==> config.mk <==
export PLATFORM = sky130hd
export DESIGN_NAME = scdac_top
export DESIGN_NICKNAME = d
export VERILOG_FILES = /design/src/hdl/scdac_pkg.sv /design/src/hdl/scdac_top.sv /design/src/hdl/scdac_phase_gen.sv /design/src/hdl/scdac_stall_sync.sv
export VERILOG_INCLUDE_DIRS = /design/src /design/src/hdl
export SDC_FILE = /design/constraint.sdc
export NUM_CORES = 1
export LEC_CHECK = 0
export BUFFER_PORTS_ARGS = -buffer_cell sky130_fd_sc_hd__buf_2
export CAP_MARGIN = 30
export CORE_ASPECT_RATIO = 0.9
export CORE_MARGIN = 10
export CORE_UTILIZATION = 54
export CTS_CLUSTER_DIAMETER = 150
export DETAILED_ROUTE_END_ITERATION = 10
export MAX_ROUTING_LAYER = met4
export PLACE_DENSITY = 0.8
export SETUP_SLACK_MARGIN = 0.1
export SLEW_MARGIN = 15
export SYNTH_ARGS = -nofsm -noshare
export SYNTH_HDL_FRONTEND = slang
export SYNTH_SLANG_ARGS = --single-unit
==> constraint.sdc <==
create_clock -name pclk -period 4.05 [get_ports pclk]
set_clock_uncertainty 0.2 [all_clocks]
set_input_delay 0.2025 -clock pclk [delete_from_list [all_inputs] [get_ports pclk]]
set_output_delay 0.2025 -clock pclk [all_outputs]
set_load 0.02 [all_outputs]
==> src/hdl/scdac_consts.svh <==
// Offsets, field positions, reset values and phase timing of the converter
`ifndef SCDAC_CONSTS_SVH
`define SCDAC_CONSTS_SVH

// Register byte offsets
`define SCDAC_CTRL_OFS 12'h000
`define SCDAC_VALUE_OFS 12'h004
`define SCDAC_STATUS_OFS 12'h008

// Control register field positions
`define SCDAC_CTRL_PHASE_BIT 0
`define SCDAC_CTRL_ROUTE_BIT 1
`define SCDAC_CTRL_STALL_BIT 2
`define SCDAC_CTRL_CLKSEL_LSB 4
`define SCDAC_CTRL_FMT_LSB 8
`define SCDAC_CTRL_PWR_LSB 12

// Status register field positions
`define SCDAC_STAT_PHI1_BIT 0
`define SCDAC_STAT_PHI2_BIT 1
`define SCDAC_STAT_PWR_BIT 2
`define SCDAC_STAT_STALL_BIT 3
`define SCDAC_STAT_WRITTEN_BIT 4
`define SCDAC_STAT_CODE_LSB 8
`define SCDAC_STAT_PEND_LSB 16
`define SCDAC_STAT_CNT_LSB 24

// Reset values; code 8'h00 is analog ground
`define SCDAC_CTRL_RST 32'h0000_0000
`define SCDAC_VALUE_RST 8'h00

// Column clock periods per update cycle, and phase steps in half periods
`define SCDAC_COL_DIVIDE 4
`define SCDAC_STEP_LAST 3'h7
`define SCDAC_PHI1_STEP_A 3'h0
`define SCDAC_PHI1_STEP_B 3'h1
`define SCDAC_PHI2_STEP_A 3'h4
`define SCDAC_PHI2_STEP_B 3'h5
`define SCDAC_MAG_MAX 7'h7f

`endif

==> src/hdl/scdac_pkg.sv <==
// Types shared by the converter control blocks
package scdac_pkg;

   typedef enum logic [1:0] {
      power_level_off = 2'h0,
      power_level_low = 2'h1,
      power_level_medium = 2'h2,
      power_level_full = 2'h3
   } scdac_power_t;

   typedef enum logic [1:0] {
      FMT_SIGN_MAG = 2'h0,
      FMT_TWOS = 2'h1,
      FMT_OFFSET_BIN = 2'h2,
      FMT_SPARE = 2'h3
   } scdac_fmt_t;

   typedef enum logic [1:0] {
      STALL_IDLE = 2'h1,
      STALL_WAIT = 2'h2
   } scdac_stall_st_t;

   // Phase clocks and timing strobes from the divider
   typedef struct packed {
      logic phi1;
      logic phi2;
      logic sample_window;
      logic cycle_start;
   } scdac_phase_t;

   // Switch and stage controls towards the analog array
   typedef struct packed {
      logic phi1;
      logic phi2;
      logic autozero;
      logic output_valid;
      logic sh_switch_closed;
      logic output_bus_route_enable;
      logic out_buffer_enable;
      scdac_power_t stage_power;
      logic outputs_driven;
      logic sign_negative;
      logic [4:0] msb_magnitude;
      logic [1:0] lsb_magnitude;
   } scdac_analog_t;

endpackage : scdac_pkg

==> src/hdl/scdac_top.sv <==
// Control logic of the two-stage switched capacitor voltage converter
//
// Implementation choices: the placing of the registers and the APB slave port.
`timescale 1ns/10ps
`include "scdac_consts.svh"
module scdac_top (
   input wire logic pclk,
   input wire logic presetn,
   input wire logic psel,
   input wire logic penable,
   input wire logic pwrite,
   input wire logic [11:0] paddr,
   input wire logic [31:0] pwdata,
   output logic [31:0] prdata,
   output logic pready,
   output logic pslverr,
   input wire logic [3:0] col_clk_src,
   output scdac_pkg::scdac_analog_t analog_ctl,
   output logic cpu_clk_hold
);
   import scdac_pkg::*;

   // Software-visible control fields
   typedef struct packed {
      logic phase_order_select;
      logic output_bus_route_enable;
      logic stall_sync_control;
      logic [1:0] col_clk_select;
      scdac_fmt_t input_code_format;
      scdac_power_t power_level;
   } scdac_ctrl_t;

   // Whole state of this module
   typedef struct packed {
      scdac_ctrl_t ctrl;
      logic [7:0] pending_code;
      logic [7:0] active_code;
      logic written;
      logic [7:0] update_count;
      logic [31:0] rdata;
      logic slverr;
      scdac_analog_t ana;
   } scdac_top_state_t;

   scdac_top_state_t st_reg;
   scdac_top_state_t st_next;
   scdac_phase_t phase;
   logic col_clk_level;
   logic stall_req;
   logic access_ok;
   logic stall_active;
   logic setup_phase;
   logic access_phase;
   logic wr_commit;
   logic [7:0] wr_code;

   // Address decode used by both read and write paths
   function automatic logic is_mapped(input logic [11:0] addr);
      is_mapped = (addr == `SCDAC_CTRL_OFS) ||
                  (addr == `SCDAC_VALUE_OFS) ||
                  (addr == `SCDAC_STATUS_OFS);
   endfunction : is_mapped

   function automatic logic is_value(input logic [11:0] addr);
      is_value = (addr == `SCDAC_VALUE_OFS);
   endfunction : is_value

   // Input code to internal sign and 7-bit magnitude
   function automatic logic [7:0] to_sign_mag(input logic [7:0] code,
                                              input scdac_fmt_t fmt);
      logic [8:0] sval;
      logic [8:0] mag;
      sval = 9'h000;
      mag = 9'h000;
      case (fmt)
         FMT_TWOS: begin
            sval = {code[7], code};
         end
         FMT_OFFSET_BIN: begin
            sval = {1'b0, code} - 9'h07f;
         end
         default: begin
            sval = 9'h000;
         end
      endcase
      mag = sval[8] ? (9'h000 - sval) : sval;
      if (mag > {2'h0, `SCDAC_MAG_MAX}) begin
         mag = {2'h0, `SCDAC_MAG_MAX};
      end
      if (fmt == FMT_SIGN_MAG || fmt == FMT_SPARE) begin
         to_sign_mag = code;
      end else begin
         to_sign_mag = {sval[8] && (mag != 9'h000), mag[6:0]};
      end
   endfunction : to_sign_mag

   // One column clock source feeds both stages
   assign col_clk_level = col_clk_src[st_reg.ctrl.col_clk_select];

   scdac_phase_gen u_phase (
      .pclk(pclk),
      .presetn(presetn),
      .col_clk_level(col_clk_level),
      .phase(phase)
   );

   // Bus phases and the stalled value write
   assign setup_phase = psel && !penable;
   assign access_phase = psel && penable;
   assign stall_req = access_phase && pwrite && is_value(paddr) &&
                      st_reg.ctrl.stall_sync_control;

   scdac_stall_sync u_stall (
      .pclk(pclk),
      .presetn(presetn),
      .stall_req(stall_req),
      .cycle_start(phase.cycle_start),
      .access_ok(access_ok),
      .stall_active(stall_active),
      .cpu_clk_hold(cpu_clk_hold)
   );

   assign wr_commit = access_phase && pwrite && access_ok;
   assign wr_code = to_sign_mag(pwdata[7:0], st_reg.ctrl.input_code_format);

   // Register writes, update cycle and analog controls
   always_comb begin
      st_next = st_reg;
      // Register writes take effect at the completing edge
      if (wr_commit && !st_reg.slverr) begin
         case (paddr)
            `SCDAC_CTRL_OFS: begin
               st_next.ctrl.phase_order_select =
                  pwdata[`SCDAC_CTRL_PHASE_BIT];
               st_next.ctrl.output_bus_route_enable =
                  pwdata[`SCDAC_CTRL_ROUTE_BIT];
               st_next.ctrl.stall_sync_control =
                  pwdata[`SCDAC_CTRL_STALL_BIT];
               st_next.ctrl.col_clk_select =
                  pwdata[`SCDAC_CTRL_CLKSEL_LSB +: 2];
               st_next.ctrl.input_code_format =
                  scdac_fmt_t'(pwdata[`SCDAC_CTRL_FMT_LSB +: 2]);
               st_next.ctrl.power_level =
                  scdac_power_t'(pwdata[`SCDAC_CTRL_PWR_LSB +: 2]);
            end
            `SCDAC_VALUE_OFS: begin
               st_next.pending_code = wr_code;
               st_next.written = 1'b1;
            end
            default: begin
               st_next.written = st_reg.written;
            end
         endcase
      end
      // Every cycle reloads the stage, new value or not
      if (phase.cycle_start) begin
         st_next.update_count = st_reg.update_count + 8'h01;
         if (wr_commit && is_value(paddr)) begin
            st_next.active_code = wr_code;
         end else begin
            st_next.active_code = st_reg.pending_code;
         end
      end
      // Read data captured in the setup cycle
      if (setup_phase) begin
         st_next.slverr = !is_mapped(paddr);
         st_next.rdata = 32'h0000_0000;
         case (paddr)
            `SCDAC_CTRL_OFS: begin
               st_next.rdata[`SCDAC_CTRL_PHASE_BIT] =
                  st_reg.ctrl.phase_order_select;
               st_next.rdata[`SCDAC_CTRL_ROUTE_BIT] =
                  st_reg.ctrl.output_bus_route_enable;
               st_next.rdata[`SCDAC_CTRL_STALL_BIT] =
                  st_reg.ctrl.stall_sync_control;
               st_next.rdata[`SCDAC_CTRL_CLKSEL_LSB +: 2] =
                  st_reg.ctrl.col_clk_select;
               st_next.rdata[`SCDAC_CTRL_FMT_LSB +: 2] =
                  st_reg.ctrl.input_code_format;
               st_next.rdata[`SCDAC_CTRL_PWR_LSB +: 2] =
                  st_reg.ctrl.power_level;
            end
            `SCDAC_VALUE_OFS: begin
               st_next.rdata[7:0] = st_reg.pending_code;
            end
            `SCDAC_STATUS_OFS: begin
               st_next.rdata[`SCDAC_STAT_PHI1_BIT] = phase.phi1;
               st_next.rdata[`SCDAC_STAT_PHI2_BIT] = phase.phi2;
               st_next.rdata[`SCDAC_STAT_PWR_BIT] =
                  st_reg.ana.outputs_driven;
               st_next.rdata[`SCDAC_STAT_STALL_BIT] = stall_active;
               st_next.rdata[`SCDAC_STAT_WRITTEN_BIT] = st_reg.written;
               st_next.rdata[`SCDAC_STAT_CODE_LSB +: 8] = st_reg.active_code;
               st_next.rdata[`SCDAC_STAT_PEND_LSB +: 8] =
                  st_reg.pending_code;
               st_next.rdata[`SCDAC_STAT_CNT_LSB +: 8] = st_reg.update_count;
            end
            default: begin
               st_next.rdata = 32'h0000_0000;
            end
         endcase
      end
      // Phase clocks to the analog switches
      st_next.ana.phi1 = phase.phi1;
      st_next.ana.phi2 = phase.phi2;
      if (st_reg.ctrl.phase_order_select) begin
         st_next.ana.autozero = phase.phi2;
         st_next.ana.output_valid = phase.phi1;
         st_next.ana.sh_switch_closed = 1'b1;
      end else begin
         st_next.ana.autozero = phase.phi1;
         st_next.ana.output_valid = phase.phi2;
         st_next.ana.sh_switch_closed = phase.sample_window;
      end
      // Bus routing and the off-chip buffer
      st_next.ana.output_bus_route_enable =
         st_reg.ctrl.output_bus_route_enable;
      st_next.ana.out_buffer_enable =
         st_reg.ctrl.output_bus_route_enable &&
         (st_reg.ctrl.power_level != power_level_off);
      // Stage power; outputs driven whenever not off
      st_next.ana.stage_power = st_reg.ctrl.power_level;
      st_next.ana.outputs_driven =
         (st_reg.ctrl.power_level != power_level_off);
      // Magnitude split: low bits to the low stage feeding the high one
      st_next.ana.sign_negative = st_reg.active_code[7];
      st_next.ana.msb_magnitude = st_reg.active_code[6:2];
      st_next.ana.lsb_magnitude = st_reg.active_code[1:0];
   end

   // State register; ground code and power off at reset
   always_ff @(posedge pclk or negedge presetn) begin
      if (!presetn) begin
         st_reg <= '0;
         st_reg.ctrl <= scdac_ctrl_t'(9'(`SCDAC_CTRL_RST));
         st_reg.pending_code <= `SCDAC_VALUE_RST;
         st_reg.active_code <= `SCDAC_VALUE_RST;
      end else begin
         st_reg <= st_next;
      end
   end

   // Bus answers; ready is held low only by a synchronised write
   assign pready = access_ok;
   assign pslverr = access_phase && st_reg.slverr;
   assign prdata = st_reg.rdata;
   assign analog_ctl = st_reg.ana;

endmodule : scdac_top

==> src/hdl/scdac_phase_gen.sv <==
// Column clock divider producing the two non-overlapping phase clocks
`timescale 1ns/10ps
`include "scdac_consts.svh"
module scdac_phase_gen (
   input wire logic pclk,
   input wire logic presetn,
   input wire logic col_clk_level,
   output scdac_pkg::scdac_phase_t phase
);
   import scdac_pkg::*;

   typedef struct packed {
      logic prev_level;
      logic [2:0] step;
   } scdac_pg_state_t;

   scdac_pg_state_t st_reg;
   scdac_pg_state_t st_next;
   logic col_edge;

   // Each column clock edge advances one half period
   always_comb begin
      st_next = st_reg;
      col_edge = col_clk_level ^ st_reg.prev_level;
      st_next.prev_level = col_clk_level;
      if (col_edge) begin
         st_next.step = st_reg.step + 3'h1;
      end
   end

   always_ff @(posedge pclk or negedge presetn) begin
      if (!presetn) begin
         st_reg <= '0;
      end else begin
         st_reg <= st_next;
      end
   end

   // Four column periods: phi1 first, phi2 third, gaps between
   always_comb begin
      phase.phi1 = (st_reg.step == `SCDAC_PHI1_STEP_A) ||
                   (st_reg.step == `SCDAC_PHI1_STEP_B);
      phase.phi2 = (st_reg.step == `SCDAC_PHI2_STEP_A) ||
                   (st_reg.step == `SCDAC_PHI2_STEP_B);
      phase.sample_window = (st_reg.step == `SCDAC_PHI2_STEP_B);
      phase.cycle_start = col_edge &&
                          (st_reg.step == `SCDAC_STEP_LAST);
   end

endmodule : scdac_phase_gen

==> src/hdl/scdac_stall_sync.sv <==
// Holds a synchronised value write until the next phi1 rising edge
`timescale 1ns/10ps
module scdac_stall_sync (
   input wire logic pclk,
   input wire logic presetn,
   input wire logic stall_req,
   input wire logic cycle_start,
   output logic access_ok,
   output logic stall_active,
   output logic cpu_clk_hold
);
   import scdac_pkg::*;

   typedef struct packed {
      scdac_stall_st_t state;
   } scdac_ss_state_t;

   scdac_ss_state_t st_reg;
   scdac_ss_state_t st_next;

   // Wait state follows the held access until phi1 begins
   always_comb begin
      st_next = st_reg;
      case (st_reg.state)
         STALL_IDLE: begin
            if (stall_req && !cycle_start) begin
               st_next.state = STALL_WAIT;
            end
         end
         STALL_WAIT: begin
            if (cycle_start || !stall_req) begin
               st_next.state = STALL_IDLE;
            end
         end
         default: begin
            st_next.state = STALL_IDLE;
         end
      endcase
   end

   always_ff @(posedge pclk or negedge presetn) begin
      if (!presetn) begin
         st_reg.state <= STALL_IDLE;
      end else begin
         st_reg <= st_next;
      end
   end

   // Completion only on the phi1 start; only the CPU clock is held
   assign access_ok = !stall_req || cycle_start;
   assign cpu_clk_hold = stall_req && !cycle_start;
   assign stall_active = (st_reg.state == STALL_WAIT);

endmodule : scdac_stall_sync

### Word level (Yosys, flattened, before mapping)

Cells that the tools add are included.
W data, S select, Z words.

| cells by class | value |
|---|---|
| mux-type cells | 20 |
| add/sub/neg operators | 4 |
| bitwise gates (word level) | 1 |
| order comparisons | 2 |
| equality and inequality tests | 13 |
| reductions and logical operators | 32 |

Operators by type and width:

| cell | count |
|---|---|
| $mux W18 | 1 |
| $mux W9 | 2 |
| $pmux W9 S2 | 1 |
| $mux W8 | 2 |
| $logic_and A1 B1 Y1 | 13 |
| $eq A12 B3 Y1 const B | 1 |
| $eq A12 B4 Y1 const B | 1 |
| $logic_not A12 Y1 | 1 |
| $pmux W2 S2 | 3 |
| $eq A3 B3 Y1 const B | 3 |
| $gt A9 B7 Y1 const B | 1 |
| $pmux W3 S3 | 1 |
| $reduce_bool A9 Y1 | 1 |
| $sub A1 B9 Y9 const A | 1 |
| $sub A8 B7 Y9 const B | 1 |
| $add A8 B1 Y8 const B | 1 |
| $mux W2 | 4 |
| $eq A2 B2 Y1 const B | 3 |
| $logic_or A1 B1 Y1 | 6 |
| $reduce_and A2 Y1 | 3 |
| $logic_not A1 Y1 | 5 |
| $eq A2 B1 Y1 const B | 2 |
| $ne A2 B2 Y1 const B | 2 |
| $pmux W1 S2 | 2 |
| 11 further kinds | 11 |

| word-level totals | value |
|---|---|
| output and inout port bits | 53 |
| bits in registers | 91 |
| input port bits | 53 |
| logic and storage cells | 99 |

### Logic depth before layout (Yosys ltp)

Gate-level depths: netlist (run 1).

| logic depth | value |
|---|---|
| word-level depth | 10 |
| depth in mapped cells | 14 |
| gate-level depth less buffers | 13 |

### Cells and area by module

Synthesis (run 1) repeated with hierarchy kept, for this count alone.

| unflattened totals | value |
|---|---|
| cells, all modules | 492 |
| area total of the unflattened synthesis | 4809.6 µm² |

By module, submodules not included:

| module | instances | cells an instance | sequential area each (µm²) | area an instance (µm²) |
|---|---|---|---|---|
| scdac_top | 1 | 465 | 2127.0 | 4488.1 |
| scdac_phase_gen | 1 | 19 | 100.1 | 232.7 |
| scdac_stall_sync | 1 | 8 | 51.3 | 88.8 |

### Worst setup path after synthesis (run 1)

No wires, ideal clock.

| timing | value |
|---|---|
| path type | reg-to-reg |
| from | reg st_reg[78] (netlist name) |
| to | reg st_reg[75] (netlist name) |
| library setup time | 0.125 ns |
| arrival time | 2.736 ns |
| data required time | 3.725 ns |
| clock period less this slack | 3.061 ns |
| stages on the path, launching flop included | 12 |
| slack | 0.989 ns |
| buffers on the path | 1 |
| path through | dfrtp_1 > inv_1 > ha_1 > buf_6 > mux2i_1 > ha_1 > inv_1 > or4_1 > a31o_1 > a2111oi_4 > a221oi_2 > mux2_4 |

| between the ends | value |
|---|---|
| cells in the longest elaborated chain, start to end | 9 |
| elaborated cells between the ends (all ways) | 13 |
| those cells by class | add/sub (1); order compare (1); eq/ne (3); mux (4); reduce/logical (4) |

RTL lines:

| item | RTL line | RTL |
|---|---|---|
| start, declared | scdac_top.sv:45 | `scdac_top_state_t st_reg;` |
| start signal, assigned | scdac_top.sv:239 | `st_reg <= st_next;` |
| $eq A2 B2 Y1 / $eq A2 B1 Y1 (equally long branches) | scdac_top.sv:75 | `case (fmt)` |
| $pmux W9 S2 | scdac_top.sv:75 |  |
| $sub A1 B9 Y9 | scdac_top.sv:86 | `mag = sval[8] ? (9'h000 - sval) : sval;` |
| $mux W9 | scdac_top.sv:86 |  |
| $gt A9 B7 Y1 | scdac_top.sv:87 | `` if (mag > {2'h0, `SCDAC_MAG_MAX}) begin `` |
| $mux W9 | scdac_top.sv:87 |  |
| $reduce_bool A9 Y1 | scdac_top.sv:93 | `to_sign_mag = {sval[8] && (mag != 9'h000), mag[6:0]};` |
| $logic_and A1 B1 Y1 | scdac_top.sv:93 |  |
| $mux W8 * | scdac_top.sv:90 | `if (fmt == FMT_SIGN_MAG \|\| fmt == FMT_SPARE) begin` |

Every way passes the cells marked *; elsewhere a longest branch is shown, timed or not.
A chain may end at the register's enable or synchronous reset.

### Worst setup path in the final report (run 1)

Same ends and word-level chain as after synthesis.

==> qor.csv, run 1 <==
metric,value,unit
status,completed,
CTS root buf,clkbuf_8,
later-pin clock latency in the skew report,0.35,ns
Die Ht,109.3,microns
via count,3502,
Clock H-tree levels,3,
gr usage total,17.44,%
CP Max Fanout,14,
synthesis-to-layout area growth,9.961,%
"Req. time, crit path",4.10,ns
Max-Cap Viols,0,
starting density of the core,55.60,%
PortBufs,85,
final worst-path cycle share,90.20,%
drt first pass iters,4,
Rows,32,
Post-Syn Nets,537,
Pleak,2.729,nW
Final ANT Viol Nets,0,
Crit Path Category,reg2reg,
vias in the first global route,3557,
Max Root-Sink Buffers,2,
Peak Freq,273.7,MHz
Horiz. Die Dim,119.2,microns
top-area cell type share of the netlist area,47.06,%
pwr/cell area,387.8,nW/um^2
final setup violation count,0,
RD Place Congestion,0.8830,
"commonest non-fill, non-tap cell in the layout",dfrtp_1,
"FF+latch count, synth",91,
n_diodes,0,
CTS buffer count,9,
worst slew pin tran,0.7363,ns
first-pass GRT wire length,18.05,mm
post-synthesis sequential area ratio,47.61,%
buffers inserted by post-CTS timing repair,0,
RSZ-0062 raised after global routing,no,
io pins,106,
starting DRC count in detailed routing,314,
initial antenna violation count,0,
"Hold Violations, Final",0,
Mapped Area,4786,sq um
WL per Instance,16.97,microns
TritonCTS Sinks,91,
asr flop ratio synth,100.0,%
CTS tree,yes,
Core ar.,8608,sq um
CTS clock-pin slew for the worst setup and hold paths,0.09,ns
Final min period,3.653,ns
largest area contributor in the netlist,dfrtp_1,
Die Area,13030,sq um
DP HPWL,8.123,mm
max reg flops,32,
Worst VDD drop,0.2763,mV
Yosys cell types,63,
dominant cells by area after synthesis,"dfrtp_1, buf_4, nand2_1",
Slew Limit Fails,0,
Final Net Count,575,
fill count,710,
WP data arrival,3.70,ns
CP endpoint kind,flip-flop,
DRC viols,0,
Yosys Warn Count,0,
"Primary FF master, synth",dfrtp_1,
Setup Total Neg Slack,0,ns
grt total ovfl,0,
largest net degree at the start of global routing,52,
Vias per Instance,5.498,
syn_area_per_cell,10.08,sq um
layout cells sized above 1,28.19,%
Mapped Cells,475,
most frequent cells in the layout,"dfrtp_1, buf_2, nand2_1",
number of synthesized flops with an enable pin,0,
worst min-delay path category,in2reg,
slew margin rel.,50.75,%
startpoint types,flip-flop,
Finished Core Util,61.13,%
Routed WL,10.81,mm
==> timing repair <==
| action | 4_1_cts | 5_1_grt |
|---|---|---|
| endpoints found under the hold margin | 46 | 0 |
| hold buffers | 8 | 0 |
| gates resized for setup | 0 | 0 |
==> path summary, 6_finish.rpt <==
path	startpoint	end	slack, ns	depth (start not counted)
worst max register to register	st_reg[78]	st_reg[75]	0.40	11
min in group asynchronous	presetn	prdata[27]	0.17	2
worst min register to register	st_next[4]	analog_ctl[4]	0.21	0
max in group asynchronous	presetn	u_stall.st_reg[0]	2.80	3
worst min-delay path	pwdata[1]	st_next[12]	0.04	2
worst max-delay path	st_reg[78]	st_reg[75]	0.40	11
==> power breakdown <==
group | switching (mW) | total (mW) | internal (mW)
Clock | 0.322 | 0.676 | 0.355
Sequential | 0.0582 | 1.04 | 0.979
Combinational | 0.197 | 0.327 | 0.129
==> cells by family after synthesis <==
family | count (synthesis) | share of synthesized area [%]
compound gates | 73 | 12.73
xor+xnor | 14 | 2.562
fa+ha+maj | 9 | 2.353
buf+inv | 88 | 11.53
flops | 91 | 47.61
mux | 26 | 6.327
simple gates | 174 | 16.89
==> area by class of cell <==
| cell class | instances | area, sq um | share of cell area (%) |
|---|---|---|---|
| inverter | 17 | 63.81 | 1.213 |
| clock inverter | 6 | 101.3 | 1.926 |
| sequential | 91 | 2278 | 43.30 |
| timing repair buffer | 98 | 573.1 | 10.89 |
| clock buffer | 10 | 127.6 | 2.425 |
| multi-input combinational | 296 | 1969 | 37.42 |
| tap | 119 | 148.9 | 2.829 |
==> cells in the mapped netlist (all sizes together), types with 3 or more instances <==
| library cell | count |
|---|---|
| a21o | 7 |
| a21oi | 7 |
| a221oi | 10 |
| a22o | 6 |
| a2bb2oi | 5 |
| a31oi | 3 |
| and2 | 4 |
| buf | 60 |
| clkbuf | 11 |
| dfrtp | 90 |
| ha | 9 |
| inv | 17 |
| mux2 | 21 |
| mux2i | 4 |
| nand2 | 68 |
| nand2b | 3 |
| nand3 | 29 |
| nand4 | 5 |
| nor2 | 38 |
| nor2b | 5 |
| nor3 | 5 |
| nor4 | 4 |
| o21ai | 13 |
| o31ai | 4 |
| o41ai | 3 |
| or2 | 4 |
| xnor2 | 10 |
| xor2 | 4 |
==> metrics by stage <==
step                      hold WS [ns]  instance area [sq um]  instances  power (mW)  setup WS [ns]
after floorplan                -0.2931                   4786        475       1.293         0.9886
after global placement          0.1895                   4911        611       1.354         0.5388
after detailed placement      0.009908                   4954        613       1.375         0.4374
after CTS                      0.01206                   5263        637       2.063         0.4075
after global routing           0.02234                   5263        637       2.151         0.2254
final                          0.03979                   5263        637       2.041         0.3967
==> layer usage <==
layer / vias to the layer above / GRT usage, % / routed length, microns
met3: 9 / 5.638 / 848
li1: 1667 / - / -
met5: - / - / 0
met1: 1694 / 22.10 / 4855
met4: 0 / 3.659 / 82
met2: 132 / 26.95 / 5023
==> critical path, stage by stage, from the launching register on <==
cell	delay, ns
dfrtp_1	0.40
inv_1	0.07
ha_1	0.58
inv_1	0.30
nand2_1	0.16
ha_1	0.24
inv_1	0.07
or4_1	0.51
a31o_1	0.26
a2111oi_4	0.36
a221oi_2	0.11
mux2_4	0.29
Note: power is estimated with default switching activity, not from simulation.
==> run 2: changes to the inputs <==
CTS_BUF_LIST = sky130_fd_sc_hd__clkbuf_4   (was default)
SLEW_MARGIN = 20   (was 15)
==> run 2 against run 1 <==
  * Register-to-register slack worse by 0.02 ns
  * Clock power is 15% lower
  * Die area stayed put
  * Wire length is 0.81% higher
  * Final area is 1.7% higher
  * Hold slack worse by 0.0033 ns
  * First-iteration DRC count is 13% lower
  * Worst setup slack worse by 0.022 ns
  * Maximum frequency is 0.59% lower
  * Critical path type unchanged
  * Highest routed layer unchanged
==> qor.csv, run 2 (same netlist as run 1, synthesis figures left out) <==
metric,value,unit,change
Place WS,0.4374,ns,unchanged
vias in the first global route,3634,,was 3557
CP endpoint kind,flip-flop,,unchanged
Final Net Count,589,,was 575
status,completed,,unchanged
worst slew pin tran,0.7401,ns,was 0.7363 ns
Vias per Instance,5.462,,was 5.498
Die Ht,109.3,microns,unchanged
later-pin clock latency in the skew report,0.45,ns,was 0.35 ns
CTS root buf,clkbuf_4,,was clkbuf_8
CP Max Fanout,14,,unchanged
largest net degree at the start of global routing,52,,unchanged
Setup Total Neg Slack,0,ns,unchanged
Clock H-tree levels,3,,unchanged
WP data arrival,3.83,ns,was 3.70 ns
internal power,1.379,mW,was 1.464 mW
Peak Freq,272.1,MHz,was 273.7 MHz
PortBufs,85,,unchanged
sequential power share,53.3,%,was 50.8%
final setup violation count,0,,unchanged
CTS buffer count,9,,unchanged
Die Area,13030,sq um,unchanged
"commonest non-fill, non-tap cell in the layout",dfrtp_1,,unchanged
WL per Instance,16.74,microns,was 16.97 microns
Rows,32,,unchanged
CTS tree,yes,,unchanged
startpoint types,flip-flop,,unchanged
Routed WL,10.90,mm,was 10.81 mm
worst min-delay path category,in2reg,,unchanged
via count,3556,,was 3502
Horiz. Die Dim,119.2,microns,unchanged
post-cts sizing count,0,,unchanged
Final ANT Viol Nets,0,,unchanged
r2r worst-path depth,11,,unchanged
grt total ovfl,0,,unchanged
"Hold Violations, Final",0,,unchanged
RD Place Congestion,0.8830,,unchanged
io pins,106,,unchanged
initial antenna violation count,0,,unchanged
starting DRC count in detailed routing,272,,was 314
max reg flops,32,,unchanged
most frequent cells in the layout,"dfrtp_1, buf_2, nand2_1",,unchanged
final worst-path cycle share,90.74,%,was 90.20%
Max-Cap Viols,0,,unchanged
Net Sw Power,0.5689,mW,was 0.5772 mW
starting density of the core,55.60,%,unchanged
hold-critical path depth,4,,was 2
clock power share,29.6,%,was 33.1%
setup ws final,0.3750,ns,was 0.3967 ns
R2R setup slack,0.37,ns,was 0.40 ns
"Req. time, crit path",4.20,ns,was 4.10 ns
pwr/cell area,364.0,nW/um^2,was 387.8 nW/um^2
drt first pass iters,4,,unchanged
synthesis-to-layout area growth,11.79,%,was 9.961%
Crit Path Category,reg2reg,,unchanged
CTS clock-pin slew for the worst setup and hold paths,0.15,ns,was 0.09 ns
layout cells sized above 1,27.63,%,was 28.19%
Net Sw Frac,29.21,%,was 28.28%
Slew Limit Fails,0,,unchanged
Pleak,2.766,nW,was 2.729 nW
gr usage total,17.70,%,was 17.44%
first-pass GRT wire length,18.33,mm,was 18.05 mm
Core ar.,8608,sq um,unchanged
DP HPWL,8.123,mm,unchanged
hold slack,0.03651,ns,was 0.03979 ns
Logic pwr share,17.1,%,was 16.0%
DRC viols,0,,unchanged
Final min period,3.675,ns,was 3.653 ns
Worst VDD drop,0.2677,mV,was 0.2763 mV
RSZ-0062 raised after global routing,no,,unchanged
Max Root-Sink Buffers,2,,unchanged
n_diodes,0,,unchanged
TritonCTS Sinks,91,,unchanged
slew margin rel.,50.49,%,was 50.75%
## run 2: cell types whose count changed in the layout (fill, tap and decap cells not counted)
cell,change
dlygate4sd3_1,+14
clkbuf_1,-1
clkbuf_4,+10
clkbuf_8,-9
## run 2: worst paths after layout
check                           start                end
setup reg to reg           st_reg[78]         st_reg[75]
setup / recovery           st_reg[78]         st_reg[75]
min in group asynchronous     presetn         st_reg[69]
hold / removal              pwdata[6]         st_reg[74]
hold reg to reg            st_next[4]      analog_ctl[4]
max in group asynchronous     presetn  u_stall.st_reg[0]
## run 2: power by group through the flow
stage	Sequential [mW]	Combinational, mW	Clock [mW]
3_5_place_dp	1.05	0.320	0
5_1_grt	1.05	0.374	0.633
2_1_floorplan	1.04	0.254	0
6_report	1.04	0.332	0.577
3_3_place_gp	1.05	0.305	0
4_1_cts	1.04	0.337	0.592
## run 2: timing repair
item | in CTS | in global routing
hold buffers | 22 | 0
setup endpoints to repair | 0 | 0
setup buffers | 0 | 0
endpoints found under the hold margin | 118 | 0
## run 2: critical path, stage by stage, from the launching register on
cell       delay, ns
dfrtp_1         0.41
inv_1           0.07
ha_1            0.59
inv_1           0.30
nand2_1         0.16
ha_1            0.24
inv_1           0.07
or4_1           0.51
a31o_1          0.26
a2111oi_4       0.37
a221oi_2        0.12
mux2_4          0.29
## run 2: layout make-up
type / instances / area (sq um)
Fill cell: 708 / 3258
Inverter: 17 / 63.81
Timing Repair Buffer: 112 / 713.2
Multi-Input combinational cell: 296 / 1969
Sequential cell: 91 / 2278
Clock inverter: 6 / 101.3
Clock buffer: 10 / 75.07
Tap cell: 119 / 148.9
## run 2: metal layers
metal	vias to the layer above	routed length, microns	global-route usage (%)
li1	1701	-	-
met1	1707	4885	22.26
met2	135	5055	27.27
met3	13	864	6.202
met4	0	92	3.571
met5	-	0	-
## run 2: stage by stage
stage	instance area [sq um]	cells	total power [mW]	utilization (%)
6_report	5350	651	1.948	62.15
5_1_grt	5350	651	2.055	62.15
4_1_cts	5350	651	1.966	62.15
3_5_place_dp	4954	613	1.375	57.54
3_3_place_gp	4911	611	1.354	57.05
2_1_floorplan	4786	475	1.293	-
